--- src/include/crb_pkg.sv ---
// crb_pkg: constants, offsets and carrier types for the receive buffering block
// assumes an apb master with 32-bit data and an 8-bit byte address
package crb_pkg;
	localparam int unsigned CRB_ID_W = 29;
	localparam logic [28:0] CRB_STD_ID_MASK = 29'h1FFC0000;
	// rx_accept_mode encodings
	localparam logic [1:0] CRB_MODE_ANY = 2'h0;
	localparam logic [1:0] CRB_MODE_STD = 2'h1;
	localparam logic [1:0] CRB_MODE_EXT = 2'h2;
	localparam logic [1:0] CRB_MODE_ALL = 2'h3;
	// register byte offsets
	localparam logic [7:0] CRB_OFS_CTRL0 = 8'h00;
	localparam logic [7:0] CRB_OFS_CTRL1 = 8'h04;
	localparam logic [7:0] CRB_OFS_FULL = 8'h08;
	localparam logic [7:0] CRB_OFS_IE = 8'h0C;
	localparam logic [7:0] CRB_OFS_OVF = 8'h10;
	localparam logic [7:0] CRB_OFS_PINCFG = 8'h14;
	localparam logic [7:0] CRB_OFS_SOFCTL = 8'h18;
	localparam logic [7:0] CRB_OFS_SLOT0 = 8'h20;
	localparam logic [7:0] CRB_OFS_SLOT1 = 8'h30;
	// word offsets inside a slot window
	localparam logic [1:0] CRB_SW_ID = 2'h0;
	localparam logic [1:0] CRB_SW_DLC = 2'h1;
	localparam logic [1:0] CRB_SW_DLO = 2'h2;
	localparam logic [1:0] CRB_SW_DHI = 2'h3;
	// rx_slot_control field positions
	localparam int unsigned CRB_CTL_MODE_LSB = 5;
	localparam int unsigned CRB_CTL_RTR_BIT = 3;
	localparam int unsigned CRB_CTL_ROLL_BIT = 2;
	localparam int unsigned CRB_CTL_ROLLCPY_BIT = 1;
	// full_pin_config field positions (bit per slot added)
	localparam int unsigned CRB_PIN_LVL_LSB = 4;
	localparam int unsigned CRB_PIN_EN_LSB = 2;
	localparam int unsigned CRB_PIN_MODE_LSB = 0;
	// values after reset
	localparam logic [1:0] CRB_RST_MODE = 2'h0;
	localparam logic [5:0] CRB_RST_PINCFG = 6'h00;
	localparam logic CRB_RST_SOF_EN = 1'b0;
	// sof detector timing: bit time and sample point in clk cycles, idle stretch in bit times
	localparam int unsigned CRB_BIT_CYC = 10;
	localparam int unsigned CRB_SAMPLE_CYC = 7;
	localparam int unsigned CRB_IDLE_BITS = 11;

	typedef struct packed {
		logic ide;
		logic rtr;
		logic [28:0] id;
		logic [3:0] dlc;
		logic [63:0] data;
	} crb_frame_t;

	typedef struct packed {
		logic ext;
		logic [28:0] id;
	} crb_filt_t;

	typedef struct packed {
		logic psel;
		logic penable;
		logic pwrite;
		logic [7:0] paddr;
		logic [31:0] pwdata;
	} crb_apb_req_t;

	typedef struct packed {
		logic pready;
		logic pslverr;
		logic [31:0] prdata;
	} crb_apb_rsp_t;
endpackage

--- src/verilog/crb_rx_buf.sv ---
// crb_rx_buf: receive buffering, acceptance, full flags and slot-full pins
// assumes a protocol engine feeding frames and an apb master for registers
// Functional notes
// [RULE1] assembly store captures every frame; hands it on only when filters accept
// [RULE2] acceptance copies the whole assembly store into the chosen slot
// [RULE3] loading a slot sets its full flag
// [RULE4] full slot is never reloaded; host clears flag to release it
// [RULE5] full flag with its irq enable drives the interrupt output
// [RULE6] slot zero has mask and two filters, checked first
// [RULE7] slot one has mask and four filters, checked after slot zero
// [RULE8] control low bits record matching filter and remote request
// [RULE9] rollover sends frame to slot one when slot zero full, no overflow
// [RULE10] mode 00 accepts filtered frames; filter ext bit picks identifier type
// [RULE11] mode 01 standard only, 10 extended only; mismatched filters never hit
// [RULE12] mode 11 accepts every frame ignoring masks and filters
// [RULE13] mode 11 loads partially assembled frame on error
// [RULE14] when enabled a pulse marks each start of frame
// [RULE15] idle bus falling edge held to sample point is start of frame
// [RULE16] dominant not held to sample point is a glitch, no pulse
// [RULE17] pin enable clear puts slot-full pin in high impedance
// [RULE18] enable and irq mode: pin active low following full flag
// [RULE19] clearing full flag returns pin high until next load
// [RULE20] enable without irq mode: pin drives its level bit
// [RULE21] accepted frame for full slot without rollover sets overflow flag
// [RULE22] accept mode sits in control bits six to five
// [RULE23] slot one index 000 to 101; 000 and 001 only after rollover
// [RULE24] slot zero match with slot zero full and no rollover is discarded
//
// Implementation choices: the register offsets and register access over APB.
`timescale 1ns/1ps
module crb_rx_buf #(
	parameter int unsigned BIT_CYC = crb_pkg::CRB_BIT_CYC,
	parameter int unsigned SAMPLE_CYC = crb_pkg::CRB_SAMPLE_CYC
) (
	input wire logic clk,
	input wire logic sys_rst,
	input crb_pkg::crb_apb_req_t apb_req,
	output crb_pkg::crb_apb_rsp_t apb_rsp,
	input wire logic pe_load,
	input crb_pkg::crb_frame_t pe_frame,
	input wire logic pe_end,
	input wire logic pe_ok,
	input wire logic [28:0] mask0,
	input wire logic [28:0] mask1,
	input crb_pkg::crb_filt_t [5:0] filters,
	input wire logic bus_receive_input,
	output logic sof_out,
	output logic irq_n,
	output logic slot0_full_out,
	output logic slot0_full_oe,
	output logic slot1_full_out,
	output logic slot1_full_oe
);
	import crb_pkg::*;

	typedef struct packed {
		crb_frame_t asm_st;
		crb_frame_t [1:0] slot;
		logic [1:0] mode0;
		logic [1:0] mode1;
		logic roll;
		logic hit0;
		logic [2:0] hit1;
		logic [1:0] full;
		logic [1:0] ie;
		logic [1:0] ovf;
		logic [5:0] pincfg;
		logic sof_en;
		logic [31:0] rdata;
		logic slverr;
	} crb_state_t;

	crb_state_t s_r;
	crb_state_t s_nxt;
	logic [5:0] hit;
	logic valid_end;
	logic err_end;
	logic m0;
	logic m1;
	logic idx0;
	logic [2:0] idx1;
	logic setup;
	logic wr_en;
	logic [31:0] rd_val;
	logic rd_bad;

	function automatic logic fmatch(
		input crb_frame_t f,
		input crb_filt_t flt,
		input logic [28:0] msk,
		input logic [1:0] md
	);
		logic [28:0] cm;
		logic ok;
		cm = f.ide ? msk : (msk & CRB_STD_ID_MASK);
		ok = (((f.id ^ flt.id) & cm) == 29'h00000000) && (flt.ext == f.ide);
		unique case (md)
			CRB_MODE_ANY: fmatch = ok; // [RULE10]
			CRB_MODE_STD: fmatch = ok && !f.ide; // [RULE11]
			CRB_MODE_EXT: fmatch = ok && f.ide; // [RULE11]
			CRB_MODE_ALL: fmatch = 1'b1; // [RULE12]
		endcase
	endfunction

	// per-filter comparison against the assembly store
	for (genvar i = 0; i < 6; i++) begin : g_filt
		if (i < 2) begin : g_s0
			assign hit[i] = fmatch(s_r.asm_st, filters[i], mask0, s_r.mode0); // [RULE6]
		end else begin : g_s1
			assign hit[i] = fmatch(s_r.asm_st, filters[i], mask1, s_r.mode1); // [RULE7]
		end
	end

	assign valid_end = pe_end && pe_ok;
	assign err_end = pe_end && !pe_ok;

	always_comb begin
		// slot zero offered first, slot one only if slot zero filters miss
		m0 = (valid_end && (hit[1:0] != 2'h0))
			|| (err_end && (s_r.mode0 == CRB_MODE_ALL)); // [RULE6] [RULE13]
		m1 = (valid_end && (hit[5:2] != 4'h0))
			|| (err_end && (s_r.mode1 == CRB_MODE_ALL)); // [RULE7] [RULE13]
		idx0 = !hit[0];
		if (hit[2]) begin
			idx1 = 3'h2;
		end else if (hit[3]) begin
			idx1 = 3'h3;
		end else if (hit[4]) begin
			idx1 = 3'h4;
		end else begin
			idx1 = 3'h5;
		end
	end

	assign setup = apb_req.psel && !apb_req.penable;
	assign wr_en = apb_req.psel && apb_req.penable && apb_req.pwrite;

	always_comb begin
		logic [7:0] a;
		logic sl;
		logic [1:0] w;
		a = apb_req.paddr;
		sl = 1'b0;
		w = a[3:2];
		rd_val = 32'h00000000;
		rd_bad = 1'b0;
		if (a[1:0] != 2'h0) begin
			rd_bad = 1'b1;
		end else if (a == CRB_OFS_CTRL0) begin
			rd_val[CRB_CTL_MODE_LSB +: 2] = s_r.mode0; // [RULE22]
			rd_val[CRB_CTL_RTR_BIT] = s_r.slot[0].rtr;
			rd_val[CRB_CTL_ROLL_BIT] = s_r.roll;
			rd_val[CRB_CTL_ROLLCPY_BIT] = s_r.roll;
			rd_val[0] = s_r.hit0;
		end else if (a == CRB_OFS_CTRL1) begin
			rd_val[CRB_CTL_MODE_LSB +: 2] = s_r.mode1; // [RULE22]
			rd_val[CRB_CTL_RTR_BIT] = s_r.slot[1].rtr;
			rd_val[2:0] = s_r.hit1;
		end else if (a == CRB_OFS_FULL) begin
			rd_val[1:0] = s_r.full;
		end else if (a == CRB_OFS_IE) begin
			rd_val[1:0] = s_r.ie;
		end else if (a == CRB_OFS_OVF) begin
			rd_val[1:0] = s_r.ovf;
		end else if (a == CRB_OFS_PINCFG) begin
			rd_val[5:0] = s_r.pincfg;
			// level bits read zero in irq mode
			rd_val[CRB_PIN_LVL_LSB +: 2] = s_r.pincfg[CRB_PIN_LVL_LSB +: 2]
				& ~s_r.pincfg[CRB_PIN_MODE_LSB +: 2];
		end else if (a == CRB_OFS_SOFCTL) begin
			rd_val[0] = s_r.sof_en;
		end else if ((a[7:4] == CRB_OFS_SLOT0[7:4]) || (a[7:4] == CRB_OFS_SLOT1[7:4])) begin
			sl = (a[7:4] == CRB_OFS_SLOT1[7:4]);
			unique case (w)
				CRB_SW_ID: rd_val = {s_r.slot[sl].ide, s_r.slot[sl].rtr, 1'b0, s_r.slot[sl].id};
				CRB_SW_DLC: rd_val[3:0] = s_r.slot[sl].dlc;
				CRB_SW_DLO: rd_val = s_r.slot[sl].data[31:0];
				CRB_SW_DHI: rd_val = s_r.slot[sl].data[63:32];
			endcase
		end else begin
			rd_bad = 1'b1;
		end
	end

	always_comb begin
		logic [1:0] set_full;
		logic [1:0] set_ovf;
		logic [1:0] clr_full;
		logic [1:0] clr_ovf;
		logic [31:0] d;
		s_nxt = s_r;
		set_full = 2'h0;
		set_ovf = 2'h0;
		clr_full = 2'h0;
		clr_ovf = 2'h0;
		d = apb_req.pwdata;
		if (pe_load) begin
			s_nxt.asm_st = pe_frame; // [RULE1]
		end
		if (m0) begin
			if (!s_r.full[0]) begin // [RULE4]
				s_nxt.slot[0] = s_r.asm_st; // [RULE2]
				s_nxt.hit0 = idx0; // [RULE8]
				set_full[0] = 1'b1; // [RULE3]
			end else if (s_r.roll) begin
				if (!s_r.full[1]) begin
					s_nxt.slot[1] = s_r.asm_st; // [RULE9]
					s_nxt.hit1 = {2'h0, idx0}; // [RULE23]
					set_full[1] = 1'b1; // [RULE3]
				end else begin
					set_ovf[1] = 1'b1; // [RULE21]
				end
			end else begin
				set_ovf[0] = 1'b1; // [RULE21] [RULE24]
			end
		end else if (m1) begin
			if (!s_r.full[1]) begin // [RULE4]
				s_nxt.slot[1] = s_r.asm_st; // [RULE2]
				s_nxt.hit1 = idx1; // [RULE8] [RULE23]
				set_full[1] = 1'b1; // [RULE3]
			end else begin
				set_ovf[1] = 1'b1; // [RULE21]
			end
		end
		if (wr_en) begin
			unique case (apb_req.paddr)
				CRB_OFS_CTRL0: begin
					s_nxt.mode0 = d[CRB_CTL_MODE_LSB +: 2]; // [RULE22]
					s_nxt.roll = d[CRB_CTL_ROLL_BIT];
				end
				CRB_OFS_CTRL1: s_nxt.mode1 = d[CRB_CTL_MODE_LSB +: 2]; // [RULE22]
				CRB_OFS_FULL: clr_full = d[1:0];
				CRB_OFS_IE: s_nxt.ie = d[1:0];
				CRB_OFS_OVF: clr_ovf = d[1:0];
				CRB_OFS_PINCFG: s_nxt.pincfg = d[5:0];
				CRB_OFS_SOFCTL: s_nxt.sof_en = d[0];
				default: ;
			endcase
		end
		// hardware set wins over a write-one-to-clear in the same cycle
		s_nxt.full = (s_r.full & ~clr_full) | set_full; // [RULE4]
		s_nxt.ovf = (s_r.ovf & ~clr_ovf) | set_ovf;
		if (setup) begin
			s_nxt.rdata = apb_req.pwrite ? 32'h00000000 : rd_val;
			s_nxt.slverr = rd_bad;
		end
	end

	always_ff @(posedge clk or posedge sys_rst) begin
		if (sys_rst) begin
			s_r <= '0;
			s_r.mode0 <= CRB_RST_MODE;
			s_r.mode1 <= CRB_RST_MODE;
			s_r.pincfg <= CRB_RST_PINCFG;
			s_r.sof_en <= CRB_RST_SOF_EN;
		end else begin
			s_r <= s_nxt;
		end
	end

	assign apb_rsp.pready = 1'b1;
	assign apb_rsp.pslverr = s_r.slverr && apb_req.psel && apb_req.penable;
	assign apb_rsp.prdata = s_r.rdata;

	assign irq_n = ((s_r.full & s_r.ie) == 2'h0); // [RULE5]

	// slot-full pins: enable gates the driver, mode picks flag or level
	assign slot0_full_oe = s_r.pincfg[CRB_PIN_EN_LSB]; // [RULE17]
	assign slot1_full_oe = s_r.pincfg[CRB_PIN_EN_LSB + 1]; // [RULE17]
	assign slot0_full_out = s_r.pincfg[CRB_PIN_MODE_LSB]
		? !s_r.full[0] // [RULE18] [RULE19]
		: s_r.pincfg[CRB_PIN_LVL_LSB]; // [RULE20]
	assign slot1_full_out = s_r.pincfg[CRB_PIN_MODE_LSB + 1]
		? !s_r.full[1] // [RULE18] [RULE19]
		: s_r.pincfg[CRB_PIN_LVL_LSB + 1]; // [RULE20]

	crb_sof_det #(
		.BIT_CYC(BIT_CYC),
		.SAMPLE_CYC(SAMPLE_CYC),
		.IDLE_BITS(CRB_IDLE_BITS)
	) u_sof (
		.clk(clk),
		.sys_rst(sys_rst),
		.bus_receive_input(bus_receive_input),
		.sof_en(s_r.sof_en),
		.sof_out(sof_out) // [RULE14]
	);
endmodule // crb_rx_buf

--- src/verilog/crb_sof_det.sv ---
// crb_sof_det: start-of-frame detector with glitch rejection on the bus line
// assumes bus_receive_input is asynchronous; 1 is recessive
`timescale 1ns/1ps
module crb_sof_det #(
	parameter int unsigned BIT_CYC = crb_pkg::CRB_BIT_CYC,
	parameter int unsigned SAMPLE_CYC = crb_pkg::CRB_SAMPLE_CYC,
	parameter int unsigned IDLE_BITS = crb_pkg::CRB_IDLE_BITS
) (
	input wire logic clk,
	input wire logic sys_rst,
	input wire logic bus_receive_input,
	input wire logic sof_en,
	output logic sof_out
);
	import crb_pkg::*;

	typedef enum logic [1:0] {ST_BUSY, ST_IDLE, ST_CHECK} crb_sof_st_t;
	typedef struct packed {
		logic [2:0] sync;
		logic lvl;
		crb_sof_st_t st;
		logic [15:0] cnt;
		logic pulse;
	} crb_sof_state_t;

	localparam logic [15:0] IDLE_CYC = 16'(BIT_CYC * IDLE_BITS);
	localparam logic [15:0] SMP_CYC = 16'(SAMPLE_CYC);

	crb_sof_state_t s_r;
	crb_sof_state_t s_nxt;

	always_comb begin
		s_nxt = s_r;
		s_nxt.pulse = 1'b0;
		s_nxt.sync = {s_r.sync[1:0], bus_receive_input};
		if (s_r.sync[2] == s_r.sync[1]) begin
			s_nxt.lvl = s_r.sync[2];
		end
		unique case (s_r.st)
			ST_BUSY: begin
				// wait for a recessive idle stretch
				if (!s_r.lvl) begin
					s_nxt.cnt = '0;
				end else if (s_r.cnt >= IDLE_CYC - 16'h0001) begin
					s_nxt.st = ST_IDLE;
				end else begin
					s_nxt.cnt = s_r.cnt + 16'h0001;
				end
			end
			ST_IDLE: begin
				s_nxt.cnt = '0;
				if (!s_r.lvl) begin // [RULE15]
					s_nxt.st = ST_CHECK;
				end
			end
			ST_CHECK: begin
				if (s_r.lvl) begin
					s_nxt.st = ST_IDLE; // [RULE16]
				end else if (s_r.cnt >= SMP_CYC - 16'h0001) begin
					s_nxt.pulse = sof_en; // [RULE14]
					s_nxt.st = ST_BUSY;
					s_nxt.cnt = '0;
				end else begin
					s_nxt.cnt = s_r.cnt + 16'h0001;
				end
			end
		endcase
	end

	always_ff @(posedge clk or posedge sys_rst) begin
		if (sys_rst) begin
			s_r <= '{sync: 3'h7, lvl: 1'b1, st: ST_BUSY, cnt: 16'h0000, pulse: 1'b0};
		end else begin
			s_r <= s_nxt;
		end
	end

	assign sof_out = s_r.pulse;
endmodule // crb_sof_det
--- config.mk ---
export PLATFORM = sky130hd
export DESIGN_NAME = crb_rx_buf
export DESIGN_NICKNAME = d
export VERILOG_FILES = /design/src/include/crb_pkg.sv /design/src/verilog/crb_rx_buf.sv /design/src/verilog/crb_sof_det.sv
export SDC_FILE = /design/constraint.sdc
export NUM_CORES = 1
export LEC_CHECK = 0
export ABC_AREA = 1
export BUFFER_PORTS_ARGS = -buffer_cell sky130_fd_sc_hd__buf_4
export CAP_MARGIN = 15
export CELL_PAD_IN_SITES_DETAIL_PLACEMENT = 1
export CELL_PAD_IN_SITES_GLOBAL_PLACEMENT = 1
export CORE_MARGIN = 2
export CORE_UTILIZATION = 35
export DETAILED_ROUTE_END_ITERATION = 10
export GPL_ROUTABILITY_DRIVEN = 1
export GPL_TIMING_DRIVEN = 0
export PLACE_DENSITY_LB_ADDON = 0.1
export SKIP_LAST_GASP = 1
export SLEW_MARGIN = 25
export SYNTH_ARGS = -nofsm -noshare
export SYNTH_HDL_FRONTEND = slang
export SYNTH_HIERARCHICAL = 1
export SYNTH_SLANG_ARGS = --single-unit
--- constraint.sdc ---
create_clock -name clk -period 19.5 [get_ports clk]
set_input_delay 2.925 -clock clk [delete_from_list [all_inputs] [get_ports clk]]
set_output_delay 2.925 -clock clk [all_outputs]
set_load 0.1 [all_outputs]
# --- After elaboration in Yosys (flattened, before gate mapping) ---
# Index checks and enable logic that the tools add are counted.
word_totals:
  regBits: 375
  in_bits: 386
  out_inout_bits: 40
  elab_cells: 254
op_classes:
  addsub: 1
  magnitude_cmp: 3
  n_eq_ne: 36
  muxes: 96
  n_bitwise: 22
  n_reduce_logical: 64
op_table:
  columns: ["operator", "count"]
  rows:
  - ["$mux 99", 7]
  - ["$mux 32", 11]
  - ["$and 29x29->29", 6]
  - ["$logic_not 29->1", 6]
  - ["$xor 29x29->29", 6]
  - ["$mux 30", 3]
  - ["$pmux 28 s3", 1]
  - ["$pmux 18 s3", 1]
  - ["$mux 25", 2]
  - ["$mux 16", 3]
  - ["$mux 18", 2]
  - ["$mux 31", 1]
  - ["$mux 1", 30]
  - ["$mux 2", 15]
  - ["$logic_and 1x1->1", 29]
  - ["$mux 26", 1]
  - ["$eq 8x5->1 const B", 3]
  - ["$mux 3", 8]
  - ["$pmux 1 s4", 6]
  - ["$mux 17", 1]
  - ["$add 16x1->16 const B", 1]
  - ["$eq 8x4->1 const B", 2]
  - ["$ge 16x3->1 const B", 1]
  - ["$ge 16x7->1 const B", 1]
  - ["27 further kinds", 75]

# --- Logic depth before layout (Yosys ltp) ---
depth:
  depth_word: 22
  mapped_depth: 21
  ltp_nobuf: 19

# --- Hierarchy ---
# Netlist, hierarchy kept.
by_module_without_submodules:
  columns: ["mod", "instances", "cells_per_inst", "area_per_inst_um2", "seq_area_each_um2"]
  rows:
  - ["crb_rx_buf", 1, 2810, 19805.2, 8808.4]
  - ["crb_sof_det", 1, 220, 1577.8, 580.6]

# --- Worst setup path after synthesis ---
# Ideal clock, no wire load.
synth_timing:
  path_kind: "input port to output port"
  startpoint: "input port apb_req[42] in the netlist's numbering"
  endpoint: "output port apb_rsp[32] in the netlist's numbering"
  arrival_ns: 5.036
  t_required_ns: 16.575
  path_slack_ns: 11.539
  path_stages: 2
  n_path_buf: 0
  path_cell_list: "inv_1 -> nor3_1"
synth_rtl:
  columns: ["element", "line", "rtl"]
  rows:
  - ["start, declared", "crb_rx_buf.sv:37", "input crb_pkg::crb_apb_req_t apb_req,"]
  - ["end, declared", "crb_rx_buf.sv:38", "output crb_pkg::crb_apb_rsp_t apb_rsp,"]

==> results.toml <==
[worst_setup_path]
r2r_setup_slack_ps = 16250
rr_endpoint = "s_r[218]"
crit_path_cell_trace = "buf_4 -> inv_1 -> nor3_1 -> buf_4"
reg2reg_from = "s_r[329]"
critPathRequiredTime_ps = 16570
crit_top_cell = "buf_4"
rr_worst_depth = 16
slowest_stage = "buf_4"
path_max_fanout = 3
critPathCaptureType = "output pin"
worstSetupStartpointType = "primary input"
critPathMaxStageDelay_ps = 320
path_class = "in2out"
worstPathArrival_ps = 3590

[route]
ant_nets = 0
drcViolationCount = 0
finalWirelength_um = 95800
drt-initial-drc-count = 1365
vias = 22580
wl_per_cell_um = 22.25
first_pass_iters = 5
avgViaCountPerCell = 5.245

[layout]
final_nets = 3878
area_growth_pct = 26.51
fin_area_um2 = 27050
drive_above_1_share_pct = 19.83
fill_cells = 7641
fin_util_pct = 44.82

[logic_synthesis]
seq_area_frac_synth_pct = 43.91
ys_warn_count = 6
synthArstFlopShare_pct = 100.0
yosysUniqueCellTypes = 50
syn_area_per_cell_um2 = 7.057
ys.flop_type = "dfrtp_1"
syn_area_um2 = 21380
syn_inst = 3030
synth-edff-count = 0
synth_seq_cells = 375
synth_nets = 3430

[global_routing]
antenna_found_initial = 11
grt_pass1_wl_um = 142700
grt_pass1_vias = 23460
overflow = 0
track_usage_pct = 30.00
grt_max_degree = 95

[clock_tree]
clkTransAtPathRegs_ps = 50
clock_path_buffers = 3
hold_buffers = 0
cts_tree = "built"
cts_resized = 0
htree_levels = 2
worstSkewPairLatency_ps = 600
cts_sinks = 375
cts-root-buf = "clkbuf_16"
numCtsBuffers = 44
post-cts-setup-buffers = 0

[timing]
min_period_over_period_pct = 33.43
setup_tns_ps = 0
finalHoldViolCount = 0
rsz0062_at_grt = "false"
timing.final.max_slew_violations = 0
worst_slew_pin_slew_ps = 1146
relSlewSlack_pct = 22.94
finClkSkew_ps = 21.84
setup_viol = 0
max_freq_ghz = 0.1534
fin_crit_ps = 6518

[floorplan]
die_x_um = 251.2
dieHeight_um = 251.2
rows = 90
design.core.area_um2 = 60360
start_util_pct = 35.43
die-area_um2 = 63090
io_pins = 426

[placement]
gp_congestion = 0.9519
dpl_cell_area_um2 = 25470
port_buffers = 398
dp_hpwl_um = 76730

[run]
cap_viol_max_count = 0

[pwr]
p_leak_nw = 14.46
p_total_mw = 2.089
power_density_nw_per_um2 = 77.22
ir_drop_uv = 55.59

[hold_path]
hold_start = "u_sof/s_nxt[21]"
hp-class = "reg2reg"
holdPathStages = 0
hold-path-endpoint = "u_sof/s_nxt[22]"

[outcome]
run_status = "complete, no violations"
==> cell usage after synthesis (9+ instances only) <==
library cell | instances | area share (%)
a21oi_1 | 11 | 0.26
a22o_1 | 28 | 1.1
buf_2 | 74 | 1.7
buf_4 | 39 | 1.4
buf_6 | 15 | 0.79
clkbuf_1 | 55 | 0.97
clkbuf_2 | 9 | 0.21
dfrtp_1 | 371 | 43
ha_1 | 14 | 0.82
inv_1 | 318 | 5.6
inv_2 | 36 | 0.63
nand2_1 | 944 | 17
nand3_1 | 384 | 9.0
nand4_1 | 21 | 0.61
nor2_1 | 262 | 4.6
o21ai_0 | 257 | 6.0
o21ai_1 | 73 | 1.7
o221ai_1 | 27 | 1.1
or2_2 | 14 | 0.41
==> routing by layer <==
metal | global-route usage [%] | vias to the layer above | share of wire (%)
li1 | - | 10520 | -
met1 | 38.55 | 11270 | 43
met2 | 51.59 | 644 | 49
met3 | 4.577 | 135 | 5.4
met4 | 9.949 | 4 | 2.9
met5 | 0 | - | 0.032
==> worst max path at each step <==
stage / cells past startpoint / endpoint / start / slack, ps
floorplan: 1 / apb_rsp[0] / sys_rst / 6810
global placement: 2 / s_r[307] / sys_rst / 2580
detailed placement: 4 / apb_rsp[32] / apb_req[42] / 12990
CTS: 4 / apb_rsp[32] / apb_req[42] / 12990
global route: 4 / apb_rsp[32] / apb_req[42] / 12930
finish: 4 / apb_rsp[32] / apb_req[42] / 12980
==> state kept, by name (all words and copies together), names as in the netlist <==
name / cells
apb_rsp: 32
slot0_full_oe: 1
u_sof/s_r: 20
slot1_full_oe: 1
s_r: 318
u_sof/s_nxt: 2
u_sof/sof_out: 1
==> logic make-up (layout without fill, tap and decap cells) <==
family	after synthesis	count (layout)	synth area share, %
AOI/OAI and AO/OA	419	419	11.07
xor gates and xnor gates	9	9	0.3686
adders and majority gates	15	15	0.8660
buffers and inverters	551	1035	11.37
DFF	375	375	43.91
muxes	3	3	0.1521
other	1	10	0.01754
and+or+nand+nor	1657	1657	32.25
==> placed cells by master, fill, tap and decap left out, types with 4 or more instances in the layout <==
master / synthesis / routed
nor3_1: 8 / 7
inv_2: 36 / 36
clkinv_2: 0 / 11
buf_6: 15 / 15
buf_16: 0 / 4
nand2_1: 944 / 944
a22o_1: 28 / 28
xor2_1: 4 / 4
clkbuf_2: 9 / 10
o21ai_2: 4 / 4
ha_1: 14 / 14
diode_2: 0 / 9
o21ai_0: 257 / 257
clkbuf_8: 0 / 9
a21oi_1: 11 / 11
inv_1: 318 / 317
o221ai_1: 27 / 27
nand2_2: 8 / 8
nor2_1: 262 / 262
clkbuf_16: 0 / 44
o22ai_1: 4 / 4
or2_2: 14 / 14
nand3_2: 5 / 5
buf_4: 39 / 437
dfrtp_1: 371 / 371
buf_2: 74 / 74
nand3_1: 384 / 384
xnor2_1: 5 / 5
bufinv_16: 0 / 5
nand4_1: 21 / 21
clkbuf_1: 55 / 61
o21ai_1: 73 / 73
dfstp_2: 4 / 4
==> power by group <==
part           internal, mW  switching, mW  total, mW
registers             0.827         0.0307      0.858
logic                 0.122          0.230      0.352
clock network         0.521          0.358      0.879
total                  1.47          0.619       2.09
==> worst max-delay path, delay by kind of cell <==
kind	cells	cell delay [ps]
buffers and inverters	3	460
AND/OR/NAND/NOR	1	210
==> cell type report <==
type | instances | area [um^2] | share of cell area (%)
multi-input combinational | 2104 | 9568 | 35.37
sequential | 375 | 9389 | 34.71
timing repair buffer | 402 | 3098 | 11.45
inverter | 357 | 1348 | 4.981
clock buffer | 60 | 1251 | 4.625
buffer | 194 | 1092 | 4.038
tap | 782 | 978.4 | 3.617
clock inverter | 22 | 304.0 | 1.124
antenna | 9 | 22.52 | 0.08326
==> per-stage QoR <==
stage,cells,worst slack (ps),hold WS [ps]
after floorplan,3030,6811,345.2
after global routing,4304,12930,369.2
after detailed placement,4214,12990,354.2
final,4305,12980,359.8
after global placement,4210,2585,346.3
after CTS,4296,12990,362.7
Power figures use the tool's default switching activity.
